--- config.mk ---
export PLATFORM = sky130hd
export DESIGN_NAME = rtsc_top
export DESIGN_NICKNAME = d
export VERILOG_FILES = /design/src/rtsc_top.v
export VERILOG_INCLUDE_DIRS = /design/src /design/src/src
export SDC_FILE = /design/constraint.sdc
export NUM_CORES = 1
export LEC_CHECK = 0
export BUFFER_PORTS_ARGS = -buffer_cell sky130_fd_sc_hd__buf_4
export CAP_MARGIN = 20
export CORE_MARGIN = 3
export CORE_UTILIZATION = 42
export CTS_CLUSTER_DIAMETER = 30
export CTS_CLUSTER_SIZE = 14
export DETAILED_ROUTE_END_ITERATION = 10
export HOLD_SLACK_MARGIN = 0.03
export PLACE_DENSITY = 0.68
export SYNTH_ARGS = -nofsm -noshare
export SYNTH_HDL_FRONTEND = slang
export SYNTH_SLANG_ARGS = --single-unit
--- constraint.sdc ---
create_clock -name clk_sys_i -period 3.4 [get_ports clk_sys_i]
set_input_delay 0.34 -clock clk_sys_i [delete_from_list [all_inputs] [get_ports clk_sys_i]]
set_output_delay 0.34 -clock clk_sys_i [all_outputs]
set_load 0.005 [all_outputs]
--- src/rtsc_consts.vh ---
// Constants for the remote trigger, port arbitration and status summary block
// How it works
// - Trigger command while armed produces one internal trigger pulse.
// - Trigger pulse copies pending voltage and current levels to the active setpoints.
// - After a trigger the operation condition register is cleared, waiting flag too.
// - With continuous arming on, re-arm right after trigger and set waiting flag again.
// - Trigger commands while not armed are discarded with no effect.
// - Continuous arming off: one arm command allows exactly one trigger.
// - Continuous arming setting is one bit, 0 off, 1 on, readable.
// - Abort cancels triggering and reloads pending levels from immediate levels.
// - Abort clears the waiting-for-trigger flag.
// - With continuous arming on, abort is followed at once by re-arming.
// - Abort happens at power-up, on state recall and on reset command.
// - Serial port runs 19200 baud, 8 data bits, no parity, 1 stop bit.
// - Of two command ports, the first to receive traffic becomes active.
// - Other port ignored until 5 minutes pass with no activity.
// - Master summary is OR of status byte bits ANDed with service enable mask.
// - Event summary set when any enabled event register bit is set.
// - Message-available bit is 1 while output buffer holds a response.
// - Waiting-for-trigger flag is bit 5, weight 32, of operation condition register.
// - Reading the event register returns it, then clears it.
// - Status byte: message-available weight 16, event summary 32, master summary 64, others 0.
`ifndef RTSC_CONSTS_VH
`define RTSC_CONSTS_VH
`define RTSC_CLK_HZ        200000000
`define RTSC_BAUD          19200
`define RTSC_DATA_BITS     8
`define RTSC_STOP_BITS     1
`define RTSC_IDLE_MIN      5
`define RTSC_TICK_HZ       1000
`define RTSC_TICK_DIV      (`RTSC_CLK_HZ / `RTSC_TICK_HZ)
`define RTSC_IDLE_TICKS    (`RTSC_IDLE_MIN * 60 * `RTSC_TICK_HZ)
`define RTSC_OPER_WTG_BIT  5
`define RTSC_STB_MAV_BIT   4
`define RTSC_STB_ESB_BIT   5
`define RTSC_STB_MSS_BIT   6
`define RTSC_A_CTRL        12'h000
`define RTSC_A_CONT        12'h004
`define RTSC_A_VIMM        12'h008
`define RTSC_A_IIMM        12'h00C
`define RTSC_A_VPEND       12'h010
`define RTSC_A_IPEND       12'h014
`define RTSC_A_VSET        12'h018
`define RTSC_A_ISET        12'h01C
`define RTSC_A_OPER        12'h020
`define RTSC_A_EVT         12'h024
`define RTSC_A_EVTEN       12'h028
`define RTSC_A_SRQEN       12'h02C
`define RTSC_A_STB         12'h030
`define RTSC_A_PORT        12'h034
`define RTSC_A_EVTSET      12'h038
`define RTSC_C_INIT_BIT    0
`define RTSC_C_TRIG_BIT    1
`define RTSC_C_ABORT_BIT   2
`define RTSC_C_RESET_BIT   3
`define RTSC_C_RECALL_BIT  4
`define RTSC_C_CLS_BIT     5
`endif

--- src/rtsc_top.v ---
// Trigger subsystem, command port arbitration and status summary with APB registers
//
// Implementation choices: the register offsets and the APB slave port.
`timescale 1ns/10ps
`include "rtsc_consts.vh"
module rtsc_top #(
  parameter LVL_W      = 16,
  parameter TICK_DIV   = `RTSC_TICK_DIV,
  parameter IDLE_TICKS = `RTSC_IDLE_TICKS
) (
  input  wire             clk_sys_i,
  input  wire             rst_b_i,
  input  wire             ce_i,
  input  wire             psel_i,
  input  wire             penable_i,
  input  wire             pwrite_i,
  input  wire [11:0]      paddr_i,
  input  wire [31:0]      pwdata_i,
  output reg  [31:0]      prdata_o,
  output reg              pready_o,
  output reg              pslverr_o,
  input  wire             rx0_char_i,
  input  wire             rx1_char_i,
  input  wire             msg_avail_i,
  output reg  [LVL_W-1:0] volt_set_o,
  output reg  [LVL_W-1:0] curr_set_o,
  output reg              trig_pulse_o,
  output reg              waiting_for_trigger_flag_o,
  output reg  [1:0]       port_sel_o,
  output reg              mss_o
);
  // Cycles per inactivity tick, rounded down and at least one
  localparam integer TDIV = (TICK_DIV < 1) ? 1 : TICK_DIV;
  reg              armed_q;
  reg              continuous_arm_setting_q;
  reg              boot_q;
  reg [LVL_W-1:0]  volt_imm_q;
  reg [LVL_W-1:0]  curr_imm_q;
  reg [LVL_W-1:0]  pending_voltage_level_q;
  reg [LVL_W-1:0]  pending_current_level_q;
  reg [7:0]        evt_q;
  reg [7:0]        evt_en_q;
  reg [7:0]        srq_en_q;
  reg [31:0]       div_q;
  reg [31:0]       idle_q;
  reg [1:0]        port_q;
  wire             acc;
  wire             wr;
  wire             rd;
  wire [5:0]       cmd;
  wire             do_abort;
  wire             do_trig;
  wire             tick;
  wire             esb;
  wire [7:0]       stb_raw;
  wire [7:0]       stb;
  wire             mss;
  wire [15:0]      oper;
  wire             wr_take;
  wire             rd_take;
  wire             trig_take;
  wire             arm_take;
  wire             abort_take;
  wire             clr_evt;
  wire             set_evt;
  reg  [31:0]      rdata;
  reg              rerr;

  function [31:0] zext;
    input [LVL_W-1:0] v;
    begin
      zext = 32'h00000000;
      zext[LVL_W-1:0] = v;
    end
  endfunction

  // Register address match, used by the write and command decoders below
  function hit;
    input [11:0] a;
    input [11:0] r;
    begin
      hit = (a == r);
    end
  endfunction

  assign acc = psel_i & penable_i & ce_i;
  assign wr  = acc & pwrite_i;
  assign rd  = acc & ~pwrite_i;
  assign cmd = (wr && hit(paddr_i, `RTSC_A_CTRL)) ? pwdata_i[5:0] : 6'h00;
  // Power-up, recall and reset commands all perform the abort action
  assign do_abort = boot_q | cmd[`RTSC_C_ABORT_BIT] | cmd[`RTSC_C_RESET_BIT] | cmd[`RTSC_C_RECALL_BIT];
  // Trigger only counts while armed, and loses to a same-cycle abort
  assign do_trig = cmd[`RTSC_C_TRIG_BIT] & armed_q & ~do_abort;

  // Operation condition register: waiting flag follows the armed state
  assign oper = {10'h000, armed_q, 5'h00};
  assign esb = |(evt_q & evt_en_q);
  assign stb_raw = {1'b0, 1'b0, esb, msg_avail_i, 4'h0};
  assign mss = |(stb_raw & srq_en_q & 8'hBF);
  assign stb = stb_raw | {1'b0, mss, 6'h00};
  assign tick = (div_q == TDIV - 1);

  // Strobes for the edge at which a transfer is taken
  assign wr_take    = pready_o & wr;
  assign rd_take    = pready_o & rd;
  assign trig_take  = pready_o & do_trig;
  assign arm_take   = pready_o & cmd[`RTSC_C_INIT_BIT];
  assign abort_take = (pready_o & do_abort) | boot_q;
  assign clr_evt    = (rd_take & hit(paddr_i, `RTSC_A_EVT)) | (pready_o & cmd[`RTSC_C_CLS_BIT]);
  assign set_evt    = wr_take & hit(paddr_i, `RTSC_A_EVTSET);

  always @* begin
    rdata = 32'h00000000;
    rerr  = 1'b0;
    case (paddr_i)
      `RTSC_A_CTRL:   rdata = 32'h00000000;
      `RTSC_A_CONT:   rdata = {31'h00000000, continuous_arm_setting_q};
      `RTSC_A_VIMM:   rdata = zext(volt_imm_q);
      `RTSC_A_IIMM:   rdata = zext(curr_imm_q);
      `RTSC_A_VPEND:  rdata = zext(pending_voltage_level_q);
      `RTSC_A_IPEND:  rdata = zext(pending_current_level_q);
      `RTSC_A_VSET:   rdata = zext(volt_set_o);
      `RTSC_A_ISET:   rdata = zext(curr_set_o);
      `RTSC_A_OPER:   rdata = {16'h0000, oper};
      `RTSC_A_EVT:    rdata = {24'h000000, evt_q};
      `RTSC_A_EVTEN:  rdata = {24'h000000, evt_en_q};
      `RTSC_A_SRQEN:  rdata = {24'h000000, srq_en_q};
      `RTSC_A_STB:    rdata = {24'h000000, stb};
      `RTSC_A_PORT:   rdata = {30'h00000000, port_q};
      `RTSC_A_EVTSET: rdata = 32'h00000000;
      default:        rerr  = 1'b1;
    endcase
  end

  // APB slave: one wait state, answer in the second access cycle
  always @(posedge clk_sys_i or negedge rst_b_i) begin
    if (!rst_b_i) begin
      pready_o  <= 1'b0;
      pslverr_o <= 1'b0;
      prdata_o  <= 32'h00000000;
    end else if (ce_i) begin
      pready_o  <= psel_i & penable_i & ~pready_o;
      pslverr_o <= psel_i & penable_i & ~pready_o & rerr;
      prdata_o  <= (psel_i & penable_i & ~pready_o & ~pwrite_i) ? rdata : 32'h00000000;
    end
  end

  // Power-up marker: the first running cycle performs the abort action
  always @(posedge clk_sys_i or negedge rst_b_i) begin
    if (!rst_b_i) begin
      boot_q <= 1'b1;
    end else if (ce_i) begin
      boot_q <= 1'b0;
    end
  end

  // Trigger pulse stands with pready, once per taken trigger
  always @(posedge clk_sys_i or negedge rst_b_i) begin
    if (!rst_b_i) begin
      trig_pulse_o <= 1'b0;
    end else if (ce_i) begin
      trig_pulse_o <= do_trig & ~pready_o;
    end
  end

  // Continuous arming setting
  always @(posedge clk_sys_i or negedge rst_b_i) begin
    if (!rst_b_i) begin
      continuous_arm_setting_q <= 1'b0;
    end else if (ce_i) begin
      if (wr_take & hit(paddr_i, `RTSC_A_CONT))
        continuous_arm_setting_q <= pwdata_i[0];
    end
  end

  // Immediate levels: written by software, taken over by a trigger
  always @(posedge clk_sys_i or negedge rst_b_i) begin
    if (!rst_b_i) begin
      volt_imm_q <= {LVL_W{1'b0}};
      curr_imm_q <= {LVL_W{1'b0}};
    end else if (ce_i) begin
      if (trig_take) begin
        volt_imm_q <= pending_voltage_level_q;
        curr_imm_q <= pending_current_level_q;
      end else begin
        if (wr_take & hit(paddr_i, `RTSC_A_VIMM))
          volt_imm_q <= pwdata_i[LVL_W-1:0];
        if (wr_take & hit(paddr_i, `RTSC_A_IIMM))
          curr_imm_q <= pwdata_i[LVL_W-1:0];
      end
    end
  end

  // Pending levels: written by software, reloaded by an abort
  always @(posedge clk_sys_i or negedge rst_b_i) begin
    if (!rst_b_i) begin
      pending_voltage_level_q <= {LVL_W{1'b0}};
      pending_current_level_q <= {LVL_W{1'b0}};
    end else if (ce_i) begin
      if (abort_take) begin
        pending_voltage_level_q <= volt_imm_q;
        pending_current_level_q <= curr_imm_q;
      end else begin
        if (wr_take & hit(paddr_i, `RTSC_A_VPEND))
          pending_voltage_level_q <= pwdata_i[LVL_W-1:0];
        if (wr_take & hit(paddr_i, `RTSC_A_IPEND))
          pending_current_level_q <= pwdata_i[LVL_W-1:0];
      end
    end
  end

  // Active setpoints
  always @(posedge clk_sys_i or negedge rst_b_i) begin
    if (!rst_b_i) begin
      volt_set_o <= {LVL_W{1'b0}};
      curr_set_o <= {LVL_W{1'b0}};
    end else if (ce_i) begin
      if (trig_take) begin
        volt_set_o <= pending_voltage_level_q;
        curr_set_o <= pending_current_level_q;
      end
    end
  end

  // Armed state: abort beats trigger, trigger beats arm
  always @(posedge clk_sys_i or negedge rst_b_i) begin
    if (!rst_b_i) begin
      armed_q <= 1'b0;
    end else if (ce_i) begin
      if (abort_take) begin
        armed_q <= continuous_arm_setting_q;
      end else if (trig_take) begin
        armed_q <= continuous_arm_setting_q;
      end else if (arm_take) begin
        armed_q <= 1'b1;
      end else if (continuous_arm_setting_q & ~armed_q) begin
        armed_q <= 1'b1;
      end
    end
  end

  // Waiting flag pin follows the operation condition bit
  always @(posedge clk_sys_i or negedge rst_b_i) begin
    if (!rst_b_i) begin
      waiting_for_trigger_flag_o <= 1'b0;
    end else if (ce_i) begin
      waiting_for_trigger_flag_o <= oper[`RTSC_OPER_WTG_BIT];
    end
  end

  // Event register: a read or clear-status empties it, set requests win
  always @(posedge clk_sys_i or negedge rst_b_i) begin
    if (!rst_b_i) begin
      evt_q <= 8'h80;
    end else if (ce_i) begin
      if (clr_evt)
        evt_q <= set_evt ? pwdata_i[7:0] : 8'h00;
      else if (set_evt)
        evt_q <= evt_q | pwdata_i[7:0];
    end
  end

  // Enable masks
  always @(posedge clk_sys_i or negedge rst_b_i) begin
    if (!rst_b_i) begin
      evt_en_q <= 8'h00;
      srq_en_q <= 8'h00;
    end else if (ce_i) begin
      if (wr_take & hit(paddr_i, `RTSC_A_EVTEN))
        evt_en_q <= pwdata_i[7:0];
      if (wr_take & hit(paddr_i, `RTSC_A_SRQEN))
        srq_en_q <= pwdata_i[7:0];
    end
  end

  // Registered copy of the master summary
  always @(posedge clk_sys_i or negedge rst_b_i) begin
    if (!rst_b_i) begin
      mss_o <= 1'b0;
    end else if (ce_i) begin
      mss_o <= mss;
    end
  end

  // Inactivity tick divider
  always @(posedge clk_sys_i or negedge rst_b_i) begin
    if (!rst_b_i) begin
      div_q <= 32'h00000000;
    end else if (ce_i) begin
      div_q <= tick ? 32'h00000000 : div_q + 32'h00000001;
    end
  end

  // Port arbitration; character strobes come from 8N1 receivers at the fixed baud
  always @(posedge clk_sys_i or negedge rst_b_i) begin
    if (!rst_b_i) begin
      idle_q     <= 32'h00000000;
      port_q     <= 2'b00;
      port_sel_o <= 2'b00;
    end else if (ce_i) begin
      if (port_q == 2'b00) begin
        if (rx0_char_i) begin
          port_q <= 2'b01;
        end else if (rx1_char_i) begin
          port_q <= 2'b10;
        end
        idle_q <= 32'h00000000;
      end else if ((port_q[0] & rx0_char_i) | (port_q[1] & rx1_char_i)) begin
        idle_q <= 32'h00000000;
      end else if (tick) begin
        if (idle_q >= IDLE_TICKS - 1) begin
          port_q <= 2'b00;
          idle_q <= 32'h00000000;
        end else begin
          idle_q <= idle_q + 32'h00000001;
        end
      end
      port_sel_o <= port_q;
    end
  end
endmodule

==> out/metrics.cfg <==
[yosys]
synth_area_leaders=dfrtp_1 49%, mux2i_1 6.1%, nand2_1 5.2%, nor2_1 4.0%, mux2_2 3.7%
yosysTopAreaCellShare=0.489
syn_area_per_cell_um2=9.85
synth.lib_cells_used.distinct=70
synth-xor-area-share=0.0220
synth.area.mux_share=0.103
synth_edf_count=0
ys_seq_elements=212
yosys_warnings=0
synth_top_family_by_area=simple AND/OR/NAND/NOR gates
synth_largest_area_cell=dfrtp_1
ys.flop_type=dfrtp_1
synthesis.instances=1092
async_flop_share=1.00
netlist_area_um2=10800
synth-simple-area-share=0.191
yosys.area_share.adder=0.00233
ys_seq_area_frac=0.494
synth-compound-area-share=0.147

[clock_network]
cts_tree=yes
numCtsBuffers=48
cts_sinks=212
clock_latency_ns=0.55
cts-htree-levels=2
root_buffer=clkbuf_16
cts_buffer_depth=3
clk_pin_slew_worst_paths_ns=0.05

[floorplanning]
dieArea_um2=27600
initial_core_util=0.435
die_w_um=166
coreArea_um2=24700
die_height_um=166
ioPinCount=124
rows=57

[pwr]
p_leak_nw=6.13
pwr_density_cell_nw_per_um2=629
max-vdd-ir-drop_mv=0.375

[setup_path]
worstSetupEndpointType=flip-flop
path_class=reg -> reg
required_ns=3.83
crit_path_start_kind=flip-flop
crit_fanout=26
cp_data_arrival_time_ns=3.07

[sta]
fin_crit_sh=0.775
fin_tns_setup_ns=0
slew_viol_final=0
rsz0062_at_grt=false
setup_viol=0
finalWorstSetupSlack_ns=0.764
finClkSkew_ns=0.0275
fmax_ghz=0.379
maxSlewHeadroom=0.467
worst_pin_slew_ns=0.792
fin_crit_ns=2.64
hold_viol=0

[place]
hpwl_um=20500
gp_congestion=0.981
io_buffers=91
placed_area_um2=11900
preCtsSetupSlack_ns=0.711
dp.cells=1490

[min_path]
hold_class=in -> reg

[detailed_routing]
dr.pass1.iters=6
via_per_inst=5.75
drt_iter0_markers=805
routed_wl_um=30500
via_count=9095
drc=0
wl_per_cell_um=19.3
postRouteAntennaNets=0

[run_status]
outcome=finished, final reports clean

[grt]
met3_usage=0.0436
grt_usage=0.220
antenna_found_initial=0
overflow=0
use_met1=0.305
grt_max_degree=86
grt_pass1_vias=9084
gr-usage-met2=0.344
grt_pass1_wl_um=49400
grt-busiest-layer=met2

[finish]
final_util=0.555
area_delta_synth_final_pct=27.7
n_antenna_cell=0
final_cells=1581
drive_gt1_frac=0.230
reg_top3=div_q (32), idle_q (32)
final_nets=1272
design_area_um2=13700

[flow_run]
maxCapViolations=0

area by class of cell:
| class | instances | area, um^2 |
|---|---|---|
| Fill cell | 2129 | 11000 |
| Tap cell | 324 | 405 |
| Clock buffer | 55 | 1320 |
| Inverter | 21 | 78.8 |
| Multi-Input combinational cell | 807 | 5080 |
| Timing Repair Buffer | 127 | 1010 |
| Sequential cell | 212 | 5310 |
| Clock inverter | 35 | 528 |
power breakdown:
part | switching [W] | internal (W) | total [W] | leakage, nW
Combinational | 0.000368 | 0.000256 | 0.000624 | 2.39
Sequential | 0.000144 | 0.00266 | 0.00280 | 2.85
Clock | 0.00157 | 0.00365 | 0.00522 | 0.896
Total | 0.00208 | 0.00656 | 0.00864 | 6.13
synthesized netlist by cell type (15+ instances only):
cell type  instances
nand4_1           21
mux2i_1           65
a21oi_1           58
nor2_1           114
nand3_1           30
nand2_1          148
a21oi_2           15
mux2_2            35
inv_1             21
o2bb2ai_1         15
clkbuf_1          26
xnor2_1           15
a22oi_1           26
dfrtp_1          210
o21ai_0           50
buf_4             19
nor3_1            25
per-stage QoR:
| step | hold WS (ns) | total power (W) |
|---|---|---|
| after floorplan | 0.0444 | 0.00320 |
| after global placement | 0.441 | 0.00343 |
| after detailed placement | 0.441 | 0.00345 |
| after CTS | 0.0847 | 0.00869 |
| after global routing | 0.107 | 0.00894 |
| final | 0.100 | 0.00864 |
timing repair:
item / in CTS / in global routing
buffers inserted: 0 / 0
gates resized for setup: 0 / 0
hold buffers: 1 / 0
hold endpoints to repair: 81 / 0
endpoints found under the setup margin: 0 / 0
cell usage in the layout (no fill, tap or decap), types with 7 or more instances in the layout:
master and instances:
a21oi_1 58, a21oi_2 15, a22oi_1 26, a41oi_1 8, and2_1 10, and3_1 14, buf_4 121, bufinv_16 11
clkbuf_16 50, clkinv_4 7, conb_1 16, dfrtp_1 210, inv_1 21, inv_6 8, mux2_2 35, mux2i_1 65
nand2_1 148, nand3_1 30, nand4_1 21, nor2_1 114, nor3_1 25, nor4_1 12, o21ai_0 50, o22ai_1 7
o2bb2ai_1 15, or4_1 12, xnor2_1 15, xor2_1 12
layer usage:
| layer | share of wire | routed length [um] |
|---|---|---|
| met1 | 0.44 | 13300 |
| met2 | 0.47 | 14200 |
| met3 | 0.071 | 2160 |
| met4 | 0.027 | 828 |
| met5 | 0 | 0 |
final timing paths:
check                             from             to  slack, ns  depth (start not counted)
max                          div_q[23]      idle_q[4]       0.76                          6
min                        pwdata_i[3]  curr_imm_q[3]       0.10                          2
max reg2reg                  div_q[23]      idle_q[4]       0.76                          6
min reg2reg                  div_q[31]      div_q[31]       0.48                          1
max in group asynchronous      rst_b_i     idle_q[22]       1.94                          3
min in group asynchronous      rst_b_i     idle_q[14]       0.41                          2
critical path, cell delays in order (launching register included):
cell	delay, ns
dfrtp_1	0.41
nor4_1	0.31
nand4_1	0.26
or3_4	0.46
and2_1	0.41
or4_1	0.59
o21ai_0	0.10
kinds of logic (layout without fill, tap and decap cells):
| logic type | Yosys count | in the layout |
|---|---|---|
| adders and majority gates | 2 | 2 |
| AOI/OAI and AO/OA | 233 | 233 |
| xor gates and xnor gates | 27 | 27 |
| muxes | 103 | 103 |
| DFF | 212 | 212 |
| and+or+nand+nor | 426 | 426 |
| buffers and inverters | 88 | 238 |
| other | 1 | 16 |
Power figures use the tool's default switching activity.
